## src/slot_window_defs.svh

```systemverilog
// Register indexes, field positions and codes for the slot power and I/O window bank
`ifndef SLOT_WINDOW_DEFS_SVH
`define SLOT_WINDOW_DEFS_SVH

// Register indexes within one slot, byte address is index times four
`define IDX_POWER_CTRL   6'h02
`define IDX_WIN_ENABLE   6'h06
`define IDX_WIN_CTRL     6'h07
`define IDX_W0_START_LO  6'h08
`define IDX_W0_START_HI  6'h09
`define IDX_W0_STOP_LO   6'h0a
`define IDX_W0_STOP_HI   6'h0b
`define IDX_W1_START_LO  6'h0c
`define IDX_W1_START_HI  6'h0d
`define IDX_W1_STOP_LO   6'h0e
`define IDX_W1_STOP_HI   6'h0f
`define IDX_SLOT_STATUS  6'h3e

// Index sits in address bits 9:2, slot number in index bits 7:6
`define ADDR_IDX_LSB     2
`define ADDR_IDX_MSB     9

// Power control fields
`define PWR_SUPPLY_5V    4
`define PWR_SUPPLY_3V    3
`define PWR_THRESH_5V    2
`define PWR_VPP_PGM      1
`define PWR_VPP_VCC      0
`define SUPPLY_5V_CODE   2'b10

// Window enable fields
`define WEN_IO0          6
`define WEN_IO1          7

// Window control nibble fields, window 1 nibble sits one stride higher
`define WCTL_SIZE        0
`define WCTL_SIZE_SRC    1
`define WCTL_ZERO_WAIT   2
`define WCTL_EXTRA_WAIT  3
`define WCTL_STRIDE      4

`define REG_RESET        8'h00
`define AXI_RESP_OKAY    2'b00
`define AXI_RESP_SLVERR  2'b10

`endif

```

## src/slot_window_pkg.sv

```systemverilog
// Types shared by the slot power and I/O window bank
package slot_window_pkg;

	typedef struct packed {
		logic [7:0]       power;
		logic [7:0]       win_enable;
		logic [7:0]       win_ctrl;
		logic [1:0][15:0] start;
		logic [1:0][15:0] stop;
		logic             aw_held;
		logic             aw_ok;
		logic [5:0]       aw_off;
		logic             w_held;
		logic             w_lane;
		logic [7:0]       w_data;
		logic             bvalid;
		logic [1:0]       bresp;
		logic             rvalid;
		logic [1:0]       rresp;
		logic [7:0]       rdata;
		logic             sel_5v;
		logic             sel_3v;
		logic             vpp_pgm;
		logic             vpp_vcc;
		logic             thresh_5v;
		logic             claim;
		logic             claim_win;
		logic             cyc16;
		logic             zero_wait;
		logic             extra_wait;
	} slot_state_s;

endpackage

```

## src/pin_sync.sv

```systemverilog
// Three-stage pin synchroniser that accepts a change once stages two and three agree
`timescale 1ns/1ps
`default_nettype none

module pin_sync #(
	parameter int         WIDTH       = 1,
	parameter logic [WIDTH-1:0] RESET_LEVEL = '1
) (
	// Clock and reset
	input  wire logic             clk_sys,
	input  wire logic             rst_n,
	// Pins in, clean levels out
	input  wire logic [WIDTH-1:0] pin_in,
	output logic      [WIDTH-1:0] level_out
);

	typedef struct packed {
		logic [WIDTH-1:0] s1;
		logic [WIDTH-1:0] s2;
		logic [WIDTH-1:0] s3;
		logic [WIDTH-1:0] level;
	} sync_state_s;

	sync_state_s state_reg;
	sync_state_s state_next;

	always_comb
	begin
		state_next    = state_reg;
		state_next.s1 = pin_in;
		state_next.s2 = state_reg.s1;
		state_next.s3 = state_reg.s2;
		for (int i = 0; i < WIDTH; i++)
		begin
			if (state_reg.s2[i] == state_reg.s3[i])
			begin
				state_next.level[i] = state_reg.s2[i];
			end
		end
	end

	always_ff @(posedge clk_sys or negedge rst_n)
	begin
		if (!rst_n)
		begin
			state_reg <= {4{RESET_LEVEL}};
		end
		else
		begin
			state_reg <= state_next;
		end
	end

	assign level_out = state_reg.level;

endmodule
`default_nettype wire

```

## src/slot_power_io_windows.sv

```systemverilog
// Slot power pins, threshold select and two I/O mapping windows behind AXI4-Lite
//
// Chosen here: register access over AXI4-Lite.
`timescale 1ns/1ps
`default_nettype none
`include "slot_window_defs.svh"

module slot_power_io_windows #(
	parameter logic [1:0] SLOT_NUMBER = 2'b00
) (
	// Clock and reset
	input  wire logic        clk_sys,
	input  wire logic        rst_n,
	// AXI4-Lite write address
	input  wire logic [31:0] s_axi_awaddr,
	input  wire logic        s_axi_awvalid,
	output logic             s_axi_awready,
	// AXI4-Lite write data
	input  wire logic [31:0] s_axi_wdata,
	input  wire logic [3:0]  s_axi_wstrb,
	input  wire logic        s_axi_wvalid,
	output logic             s_axi_wready,
	// AXI4-Lite write response
	output logic [1:0]       s_axi_bresp,
	output logic             s_axi_bvalid,
	input  wire logic        s_axi_bready,
	// AXI4-Lite read address
	input  wire logic [31:0] s_axi_araddr,
	input  wire logic        s_axi_arvalid,
	output logic             s_axi_arready,
	// AXI4-Lite read data
	output logic [31:0]      s_axi_rdata,
	output logic [1:0]       s_axi_rresp,
	output logic             s_axi_rvalid,
	input  wire logic        s_axi_rready,
	// Card and power switch pins
	input  wire logic        card_voltage_sense_two,
	input  wire logic        card_io_is16_n,
	output logic             card_supply_5v_select,
	output logic             card_supply_3v_select,
	output logic             vpp_program_select,
	output logic             vpp_follow_supply_select,
	output logic             slot_threshold_5v,
	// Host I/O access decode
	input  wire logic        host_io_valid,
	input  wire logic [15:0] host_io_addr,
	output logic             io_claim,
	output logic             io_claim_window,
	output logic             io_cycle_16bit,
	output logic             io_zero_wait,
	output logic             io_extra_wait
);

	// ************************************************************
	// Functions
	// ************************************************************

	function automatic logic in_window(input logic [15:0] addr,
		input logic [15:0] lo, input logic [15:0] hi);
		in_window = (addr >= lo) && (addr <= hi);
	endfunction

	// Splits a bus address into slot-local offset and a hit flag
	function automatic logic [6:0] decode_addr(input logic [31:0] addr);
		logic [7:0] idx;
		logic       hit;
		idx = addr[`ADDR_IDX_MSB:`ADDR_IDX_LSB];
		hit = (addr[31:`ADDR_IDX_MSB+1] == '0) && (idx[7:6] == SLOT_NUMBER)
			&& (addr[`ADDR_IDX_LSB-1:0] == '0);
		decode_addr = {hit, idx[5:0]};
	endfunction

	function automatic logic off_mapped(input logic [5:0] off);
		case (off)
			`IDX_POWER_CTRL, `IDX_WIN_ENABLE, `IDX_WIN_CTRL,
			`IDX_W0_START_LO, `IDX_W0_START_HI, `IDX_W0_STOP_LO, `IDX_W0_STOP_HI,
			`IDX_W1_START_LO, `IDX_W1_START_HI, `IDX_W1_STOP_LO, `IDX_W1_STOP_HI,
			`IDX_SLOT_STATUS: off_mapped = 1'b1;
			default:          off_mapped = 1'b0;
		endcase
	endfunction

	// ************************************************************
	// Pin synchronisers
	// ************************************************************

	logic [1:0] pin_level;
	logic       sense_grounded;
	logic       card_wants16;

	pin_sync #(
		.WIDTH       (2),
		.RESET_LEVEL (2'b11)
	) pin_sync_inst (
		.clk_sys   (clk_sys),
		.rst_n     (rst_n),
		.pin_in    ({card_io_is16_n, card_voltage_sense_two}),
		.level_out (pin_level)
	);

	assign sense_grounded = !pin_level[0];
	assign card_wants16   = !pin_level[1];

	// ************************************************************
	// State
	// ************************************************************

	slot_window_pkg::slot_state_s state_reg;
	slot_window_pkg::slot_state_s state_next;

	logic       aw_fire;
	logic       w_fire;
	logic       ar_fire;
	logic       lockout;
	logic [7:0] status_byte;

	assign s_axi_awready = !state_reg.aw_held && !state_reg.bvalid;
	assign s_axi_wready  = !state_reg.w_held && !state_reg.bvalid;
	assign s_axi_arready = !state_reg.rvalid;
	assign aw_fire       = s_axi_awvalid && s_axi_awready;
	assign w_fire        = s_axi_wvalid && s_axi_wready;
	assign ar_fire       = s_axi_arvalid && s_axi_arready;

	// Guards a card that cannot take 5V
	assign lockout = sense_grounded
		&& (state_reg.power[`PWR_SUPPLY_5V:`PWR_SUPPLY_3V] == `SUPPLY_5V_CODE);

	assign status_byte = {3'h0, state_reg.cyc16, state_reg.claim_win,
		card_wants16, lockout, sense_grounded};

	always_comb
	begin
		logic [6:0] dec;
		logic [5:0] roff;
		logic [7:0] rval;
		logic       hit0;
		logic       hit1;
		logic [3:0] nib;
		dec        = '0;
		roff       = '0;
		rval       = '0;
		hit0       = 1'b0;
		hit1       = 1'b0;
		nib        = '0;
		state_next = state_reg;

		// Write channel capture, address and data in either order
		if (aw_fire)
		begin
			dec                 = decode_addr(s_axi_awaddr);
			state_next.aw_held  = 1'b1;
			state_next.aw_off   = dec[5:0];
			state_next.aw_ok    = dec[6] && off_mapped(dec[5:0]);
		end
		if (w_fire)
		begin
			state_next.w_held = 1'b1;
			state_next.w_data = s_axi_wdata[7:0];
			state_next.w_lane = s_axi_wstrb[0];
		end
		if (state_reg.bvalid && s_axi_bready)
		begin
			state_next.bvalid = 1'b0;
		end

		// Commit once both halves are held; status is read-only
		if (state_reg.aw_held && state_reg.w_held)
		begin
			state_next.aw_held = 1'b0;
			state_next.w_held  = 1'b0;
			state_next.bvalid  = 1'b1;
			state_next.bresp   = state_reg.aw_ok ? `AXI_RESP_OKAY : `AXI_RESP_SLVERR;
			if (state_reg.aw_ok && state_reg.w_lane)
			begin
				unique case (state_reg.aw_off)
					`IDX_POWER_CTRL:  state_next.power       = state_reg.w_data;
					`IDX_WIN_ENABLE:  state_next.win_enable  = state_reg.w_data;
					`IDX_WIN_CTRL:    state_next.win_ctrl    = state_reg.w_data;
					`IDX_W0_START_LO: state_next.start[0][7:0]  = state_reg.w_data;
					`IDX_W0_START_HI: state_next.start[0][15:8] = state_reg.w_data;
					`IDX_W0_STOP_LO:  state_next.stop[0][7:0]   = state_reg.w_data;
					`IDX_W0_STOP_HI:  state_next.stop[0][15:8]  = state_reg.w_data;
					`IDX_W1_START_LO: state_next.start[1][7:0]  = state_reg.w_data;
					`IDX_W1_START_HI: state_next.start[1][15:8] = state_reg.w_data;
					`IDX_W1_STOP_LO:  state_next.stop[1][7:0]   = state_reg.w_data;
					`IDX_W1_STOP_HI:  state_next.stop[1][15:8]  = state_reg.w_data;
					default:          state_next.power       = state_reg.power;
				endcase
			end
		end

		// Read channel, answer one cycle after the address is taken
		if (state_reg.rvalid && s_axi_rready)
		begin
			state_next.rvalid = 1'b0;
		end
		if (ar_fire)
		begin
			dec  = decode_addr(s_axi_araddr);
			roff = dec[5:0];
			case (roff)
				`IDX_POWER_CTRL:  rval = state_reg.power;
				`IDX_WIN_ENABLE:  rval = state_reg.win_enable;
				`IDX_WIN_CTRL:    rval = state_reg.win_ctrl;
				`IDX_W0_START_LO: rval = state_reg.start[0][7:0];
				`IDX_W0_START_HI: rval = state_reg.start[0][15:8];
				`IDX_W0_STOP_LO:  rval = state_reg.stop[0][7:0];
				`IDX_W0_STOP_HI:  rval = state_reg.stop[0][15:8];
				`IDX_W1_START_LO: rval = state_reg.start[1][7:0];
				`IDX_W1_START_HI: rval = state_reg.start[1][15:8];
				`IDX_W1_STOP_LO:  rval = state_reg.stop[1][7:0];
				`IDX_W1_STOP_HI:  rval = state_reg.stop[1][15:8];
				`IDX_SLOT_STATUS: rval = status_byte;
				default:          rval = '0;
			endcase
			state_next.rvalid = 1'b1;
			state_next.rdata  = dec[6] ? rval : '0;
			state_next.rresp  = (dec[6] && off_mapped(roff)) ? `AXI_RESP_OKAY
				: `AXI_RESP_SLVERR;
		end

		// Supply pins straight from the bits unless the lockout forces both low
		state_next.sel_5v    = state_reg.power[`PWR_SUPPLY_5V] && !lockout;
		state_next.sel_3v    = state_reg.power[`PWR_SUPPLY_3V] && !lockout;
		state_next.vpp_pgm   = state_reg.power[`PWR_VPP_PGM];
		state_next.vpp_vcc   = state_reg.power[`PWR_VPP_VCC];
		state_next.thresh_5v = state_reg.power[`PWR_THRESH_5V];

		// Window 0 wins when ranges overlap
		hit0 = host_io_valid && state_reg.win_enable[`WEN_IO0]
			&& in_window(host_io_addr, state_reg.start[0], state_reg.stop[0]);
		hit1 = host_io_valid && state_reg.win_enable[`WEN_IO1]
			&& in_window(host_io_addr, state_reg.start[1], state_reg.stop[1]);
		nib  = hit0 ? state_reg.win_ctrl[`WCTL_STRIDE-1:0]
			: state_reg.win_ctrl[2*`WCTL_STRIDE-1:`WCTL_STRIDE];
		state_next.claim     = hit0 || hit1;
		state_next.claim_win = !hit0 && hit1;
		state_next.cyc16     = 1'b0;
		state_next.zero_wait = 1'b0;
		state_next.extra_wait = 1'b0;
		if (hit0 || hit1)
		begin
			state_next.cyc16 = nib[`WCTL_SIZE_SRC] ? card_wants16
				: nib[`WCTL_SIZE];
			state_next.zero_wait  = nib[`WCTL_ZERO_WAIT] && !state_next.cyc16;
			state_next.extra_wait = nib[`WCTL_EXTRA_WAIT];
		end
	end

	always_ff @(posedge clk_sys or negedge rst_n)
	begin
		if (!rst_n)
		begin
			state_reg <= '0;
		end
		else
		begin
			state_reg <= state_next;
		end
	end

	// ************************************************************
	// Outputs
	// ************************************************************

	assign s_axi_bvalid             = state_reg.bvalid;
	assign s_axi_bresp              = state_reg.bresp;
	assign s_axi_rvalid             = state_reg.rvalid;
	assign s_axi_rresp              = state_reg.rresp;
	assign s_axi_rdata              = {24'h0, state_reg.rdata};
	assign card_supply_5v_select    = state_reg.sel_5v;
	assign card_supply_3v_select    = state_reg.sel_3v;
	assign vpp_program_select       = state_reg.vpp_pgm;
	assign vpp_follow_supply_select = state_reg.vpp_vcc;
	assign slot_threshold_5v        = state_reg.thresh_5v;
	assign io_claim                 = state_reg.claim;
	assign io_claim_window          = state_reg.claim_win;
	assign io_cycle_16bit           = state_reg.cyc16;
	assign io_zero_wait             = state_reg.zero_wait;
	assign io_extra_wait            = state_reg.extra_wait;
endmodule
`default_nettype wire

```

## config.mk

```make
export PLATFORM = sky130hd
export DESIGN_NAME = slot_power_io_windows
export DESIGN_NICKNAME = d
export VERILOG_FILES = /design/src/slot_window_pkg.sv /design/src/pin_sync.sv /design/src/slot_power_io_windows.sv
export VERILOG_INCLUDE_DIRS = /design/src
export SDC_FILE = /design/constraint.sdc
export NUM_CORES = 1
export LEC_CHECK = 0
export BUFFER_PORTS_ARGS = -buffer_cell sky130_fd_sc_hd__buf_2
export CAP_MARGIN = 20
export CELL_PAD_IN_SITES_DETAIL_PLACEMENT = 0
export CELL_PAD_IN_SITES_GLOBAL_PLACEMENT = 2
export CORE_MARGIN = 1
export CORE_UTILIZATION = 36
export DETAILED_ROUTE_END_ITERATION = 8
export PLACE_DENSITY = 0.83
export SYNTH_ARGS = -nofsm -noshare
export SYNTH_HDL_FRONTEND = slang
export SYNTH_HIERARCHICAL = 1
export SYNTH_SLANG_ARGS = --single-unit
```

## constraint.sdc

```tcl
create_clock -name clk_sys -period 4.75 [get_ports clk_sys]
set_input_delay 0.475 -clock clk_sys [delete_from_list [all_inputs] [get_ports clk_sys]]
set_output_delay 0.475 -clock clk_sys [all_outputs]
set_load 0.01 [all_outputs]
```

==> flow_summary.toml <==
[synthesis]
seq_area_frac_synth_pct = 44.1
synth_enable_flop_cells = 0
yosysTopAreaCell = "sky130_fd_sc_hd__dfrtp_1"
netlist-cell-type-count = 57
ys.warnings.count = 6
asyncSetResetFlopFracSynth_pct = 100
ys_ff_latch = 136
netlist_area_um2 = 7740
yosys.cell_count.top_type = "sky130_fd_sc_hd__dfrtp_1"
synth_common_cells = "128 x sky130_fd_sc_hd__dfrtp_1, 96 x sky130_fd_sc_hd__nand2_1, 67 x sky130_fd_sc_hd__inv_1"
ys_top_cells_by_area = "sky130_fd_sc_hd__dfrtp_1 41%, sky130_fd_sc_hd__ha_1 10%, sky130_fd_sc_hd__nand2_1 4.7%, sky130_fd_sc_hd__mux2_2 4.4%, sky130_fd_sc_hd__buf_4 3.7%"
netlist_instances = 787
syn-mean-instance-area_um2 = 9.83
post-synth-top-area-fraction_pct = 41.4
yosys_most_used_dff = "sky130_fd_sc_hd__dfrtp_1"

[drt]
routed_wl_um = 21000
wl_per_cell_um = 17.7
drt_iter0_markers = 356
drt_drc_violations_left = 0
final_antenna_net_count = 0
detailedRoute.firstPassIterationCount = 5
vias = 6000
vias_per_cell = 5.08

[setup_path]
reg2reg_depth = 9
register_to_register_setup_slack_ns = 2.11
start_kind = "flip-flop"
ff_to_ff_end = "io_zero_wait"
endpoint_kind = "flip-flop"
timing.rr.start = "state_reg[51]"
timing.critical_path.slowest_cell_delay_ns = 0.58
critical_path.cell_chain = "inv_1, ha_1, nand4_1, or4_4, nor2_4, nor3_2, nor4_4, a21oi_1, a211oi_1"
wp_data_arrival_ns = 2.97
slowest_cp_cell = "sky130_fd_sc_hd__or4_4"
worst_ep_required_time_ns = 5.07
cp_max_fo = 7
crit_type = "flip-flop to flip-flop"

[grt]
grt_start_max_net_pins = 93
antenna_found_initial = 0
grtUsageTotal_pct = 20.0
grt_first_pass_wirelength_um = 32600
overflow = 0
first_global_vias = 5696

[die]
die_h_um = 149
floorplan.initialDensity_pct = 36.8
design.core.area_um2 = 21000
io-pin-count = 177
floorplan.die_area_um2 = 22100
chipWidth_um = 149
num_rows = 53

[sta]
timing.final.setup_violations = 0
fin_crit_sh_pct = 55.7
setup_repair_after_global_routing_missed_its_margin = "false"
upper_clock_frequency_limit_mhz = 378
finalWorstPathRequiredPeriod_ns = 2.64
timing_worst_slew_pin_value_ns = 1.04
fin_setup_tns_ns = 0
timing_hold_violations_final = 0
max-slew-margin-rel_pct = 30.6
max_slew_violations = 0
skew_ns = 0.00912

[worst_hold_path]
hold_class = "input port to asynchronous set/reset pin"

[pwr]
cellLeakagePower_nw = 4.21
worst_ir_drop_vdd_v = 0.000155
pwr_density_cell_nw_per_um2 = 347

[flow_run]
max_cap_viol_count = 0

[clock_network]
clock_root_cell = "sky130_fd_sc_hd__clkbuf_16"
cts_resized = 0
tritoncts = "yes"
post_cts_hold_buffer_count = 0
cts_inserted_buffers = 17
cts_setup_buffers = 0
clk_transition_reported_paths_ns = 0.06
tritoncts_num_sinks = 136
clock_latency_ns = 0.43
clock_tree.buffer_depth = 2
depth_of_the_cts_h_tree = 4

[placement]
globalplace.congestion = 0.829
port_buffers = 123
hpwlAfterDp_um = 16100

[cells_and_area]
area_growth_pct = 16.9
largest_register_ffs = 103
insertedDiodeCount = 0
layout-drive-gt1-share_pct = 23.8
finalCoreUtilization_pct = 43.0
final_nets = 1083

[status]
run_status = "finished, final reports clean"
## worst max path at each step
stage                           from              to  slack, ns  cells after the start
floorplan            host_io_addr[0]  io_cycle_16bit       2.39                      9
global placement    host_io_addr[10]    io_zero_wait       1.89                      9
detailed placement   s_axi_araddr[4]  s_axi_rdata[4]       1.91                      6
CTS                    state_reg[51]    io_zero_wait       2.10                      9
global route           state_reg[52]    io_zero_wait       1.94                      9
finish                 state_reg[51]    io_zero_wait       2.11                      9
## stage by stage
stage	total power, mW	setup slack [ns]	instances	area [um2]	hold WS (ns)
floorplan	1.65	2.39	812	7830	0.179
global placement	1.84	1.89	1146	8420	0.347
finish	3.13	2.11	1181	9040	0.129
detailed placement	1.85	1.91	1146	8420	0.350
CTS	3.17	2.10	1178	9010	0.122
global route	3.29	1.94	1181	9040	0.118
## power by group
part,switching [mW],leakage (nW),internal [mW]
combinational,0.209,2.09,0.162
clock,0.551,0.284,0.762
sequential,0.202,1.83,1.25
total,0.963,4.21,2.17
## critical path, delay by kind of cell, from the launching register on
| kind | cells | cell delay, ns |
|---|---|---|
| AO/OA/AOI/OAI | 2 | 0.42 |
| buffers and inverters | 1 | 0.08 |
| flip-flops | 1 | 0.37 |
| AND/OR/NAND/NOR | 5 | 1.36 |
| adder cells (fa/ha/maj) | 1 | 0.30 |
## logic make-up (layout without fill, tap and decap cells)
family          after synthesis  after routing  synth area share [%]
fa+ha+maj                    66             66                  10.6
buf+inv                     136            230                  8.47
simple gates                209            209                  13.5
flops                       136            136                  44.1
other cells                   1             26                0.0485
mux                          67             67                  9.72
compound gates              172            172                  13.5
## per-layer routing
metal | vias up | global-route usage (%) | part of all wire, %
met5 | - | 0 | 0
met4 | 0 | 5.46 | 1.2
met3 | 18 | 3.77 | 5.4
met2 | 193 | 31.7 | 47
met1 | 2848 | 27.8 | 47
li1 | 2941 | - | -
## area by class of cell
class,instances,area [um2]
fill,2088,12000
inverter,69,259
clock buffer,19,453
sequential,136,3410
multi-input combinational,540,3760
tap,275,344
clock inverter,13,131
timing repair buffer,129,679
## layout by cell type (no fill, tap or decap), drive strengths merged, types with 8 or more instances in the layout
cell type,instances
a21o,10
a21oi,37
a221oi,9
a22oi,9
buf,127
clkbuf,21
conb,26
dfrtp,128
dfstp,8
ha,64
inv,77
mux2,55
mux2i,11
nand2,96
nand2b,8
nand3,11
nand4,16
nor2,27
nor3,10
nor4,20
o21ai,75
Power figures use the tool's default switching activity.
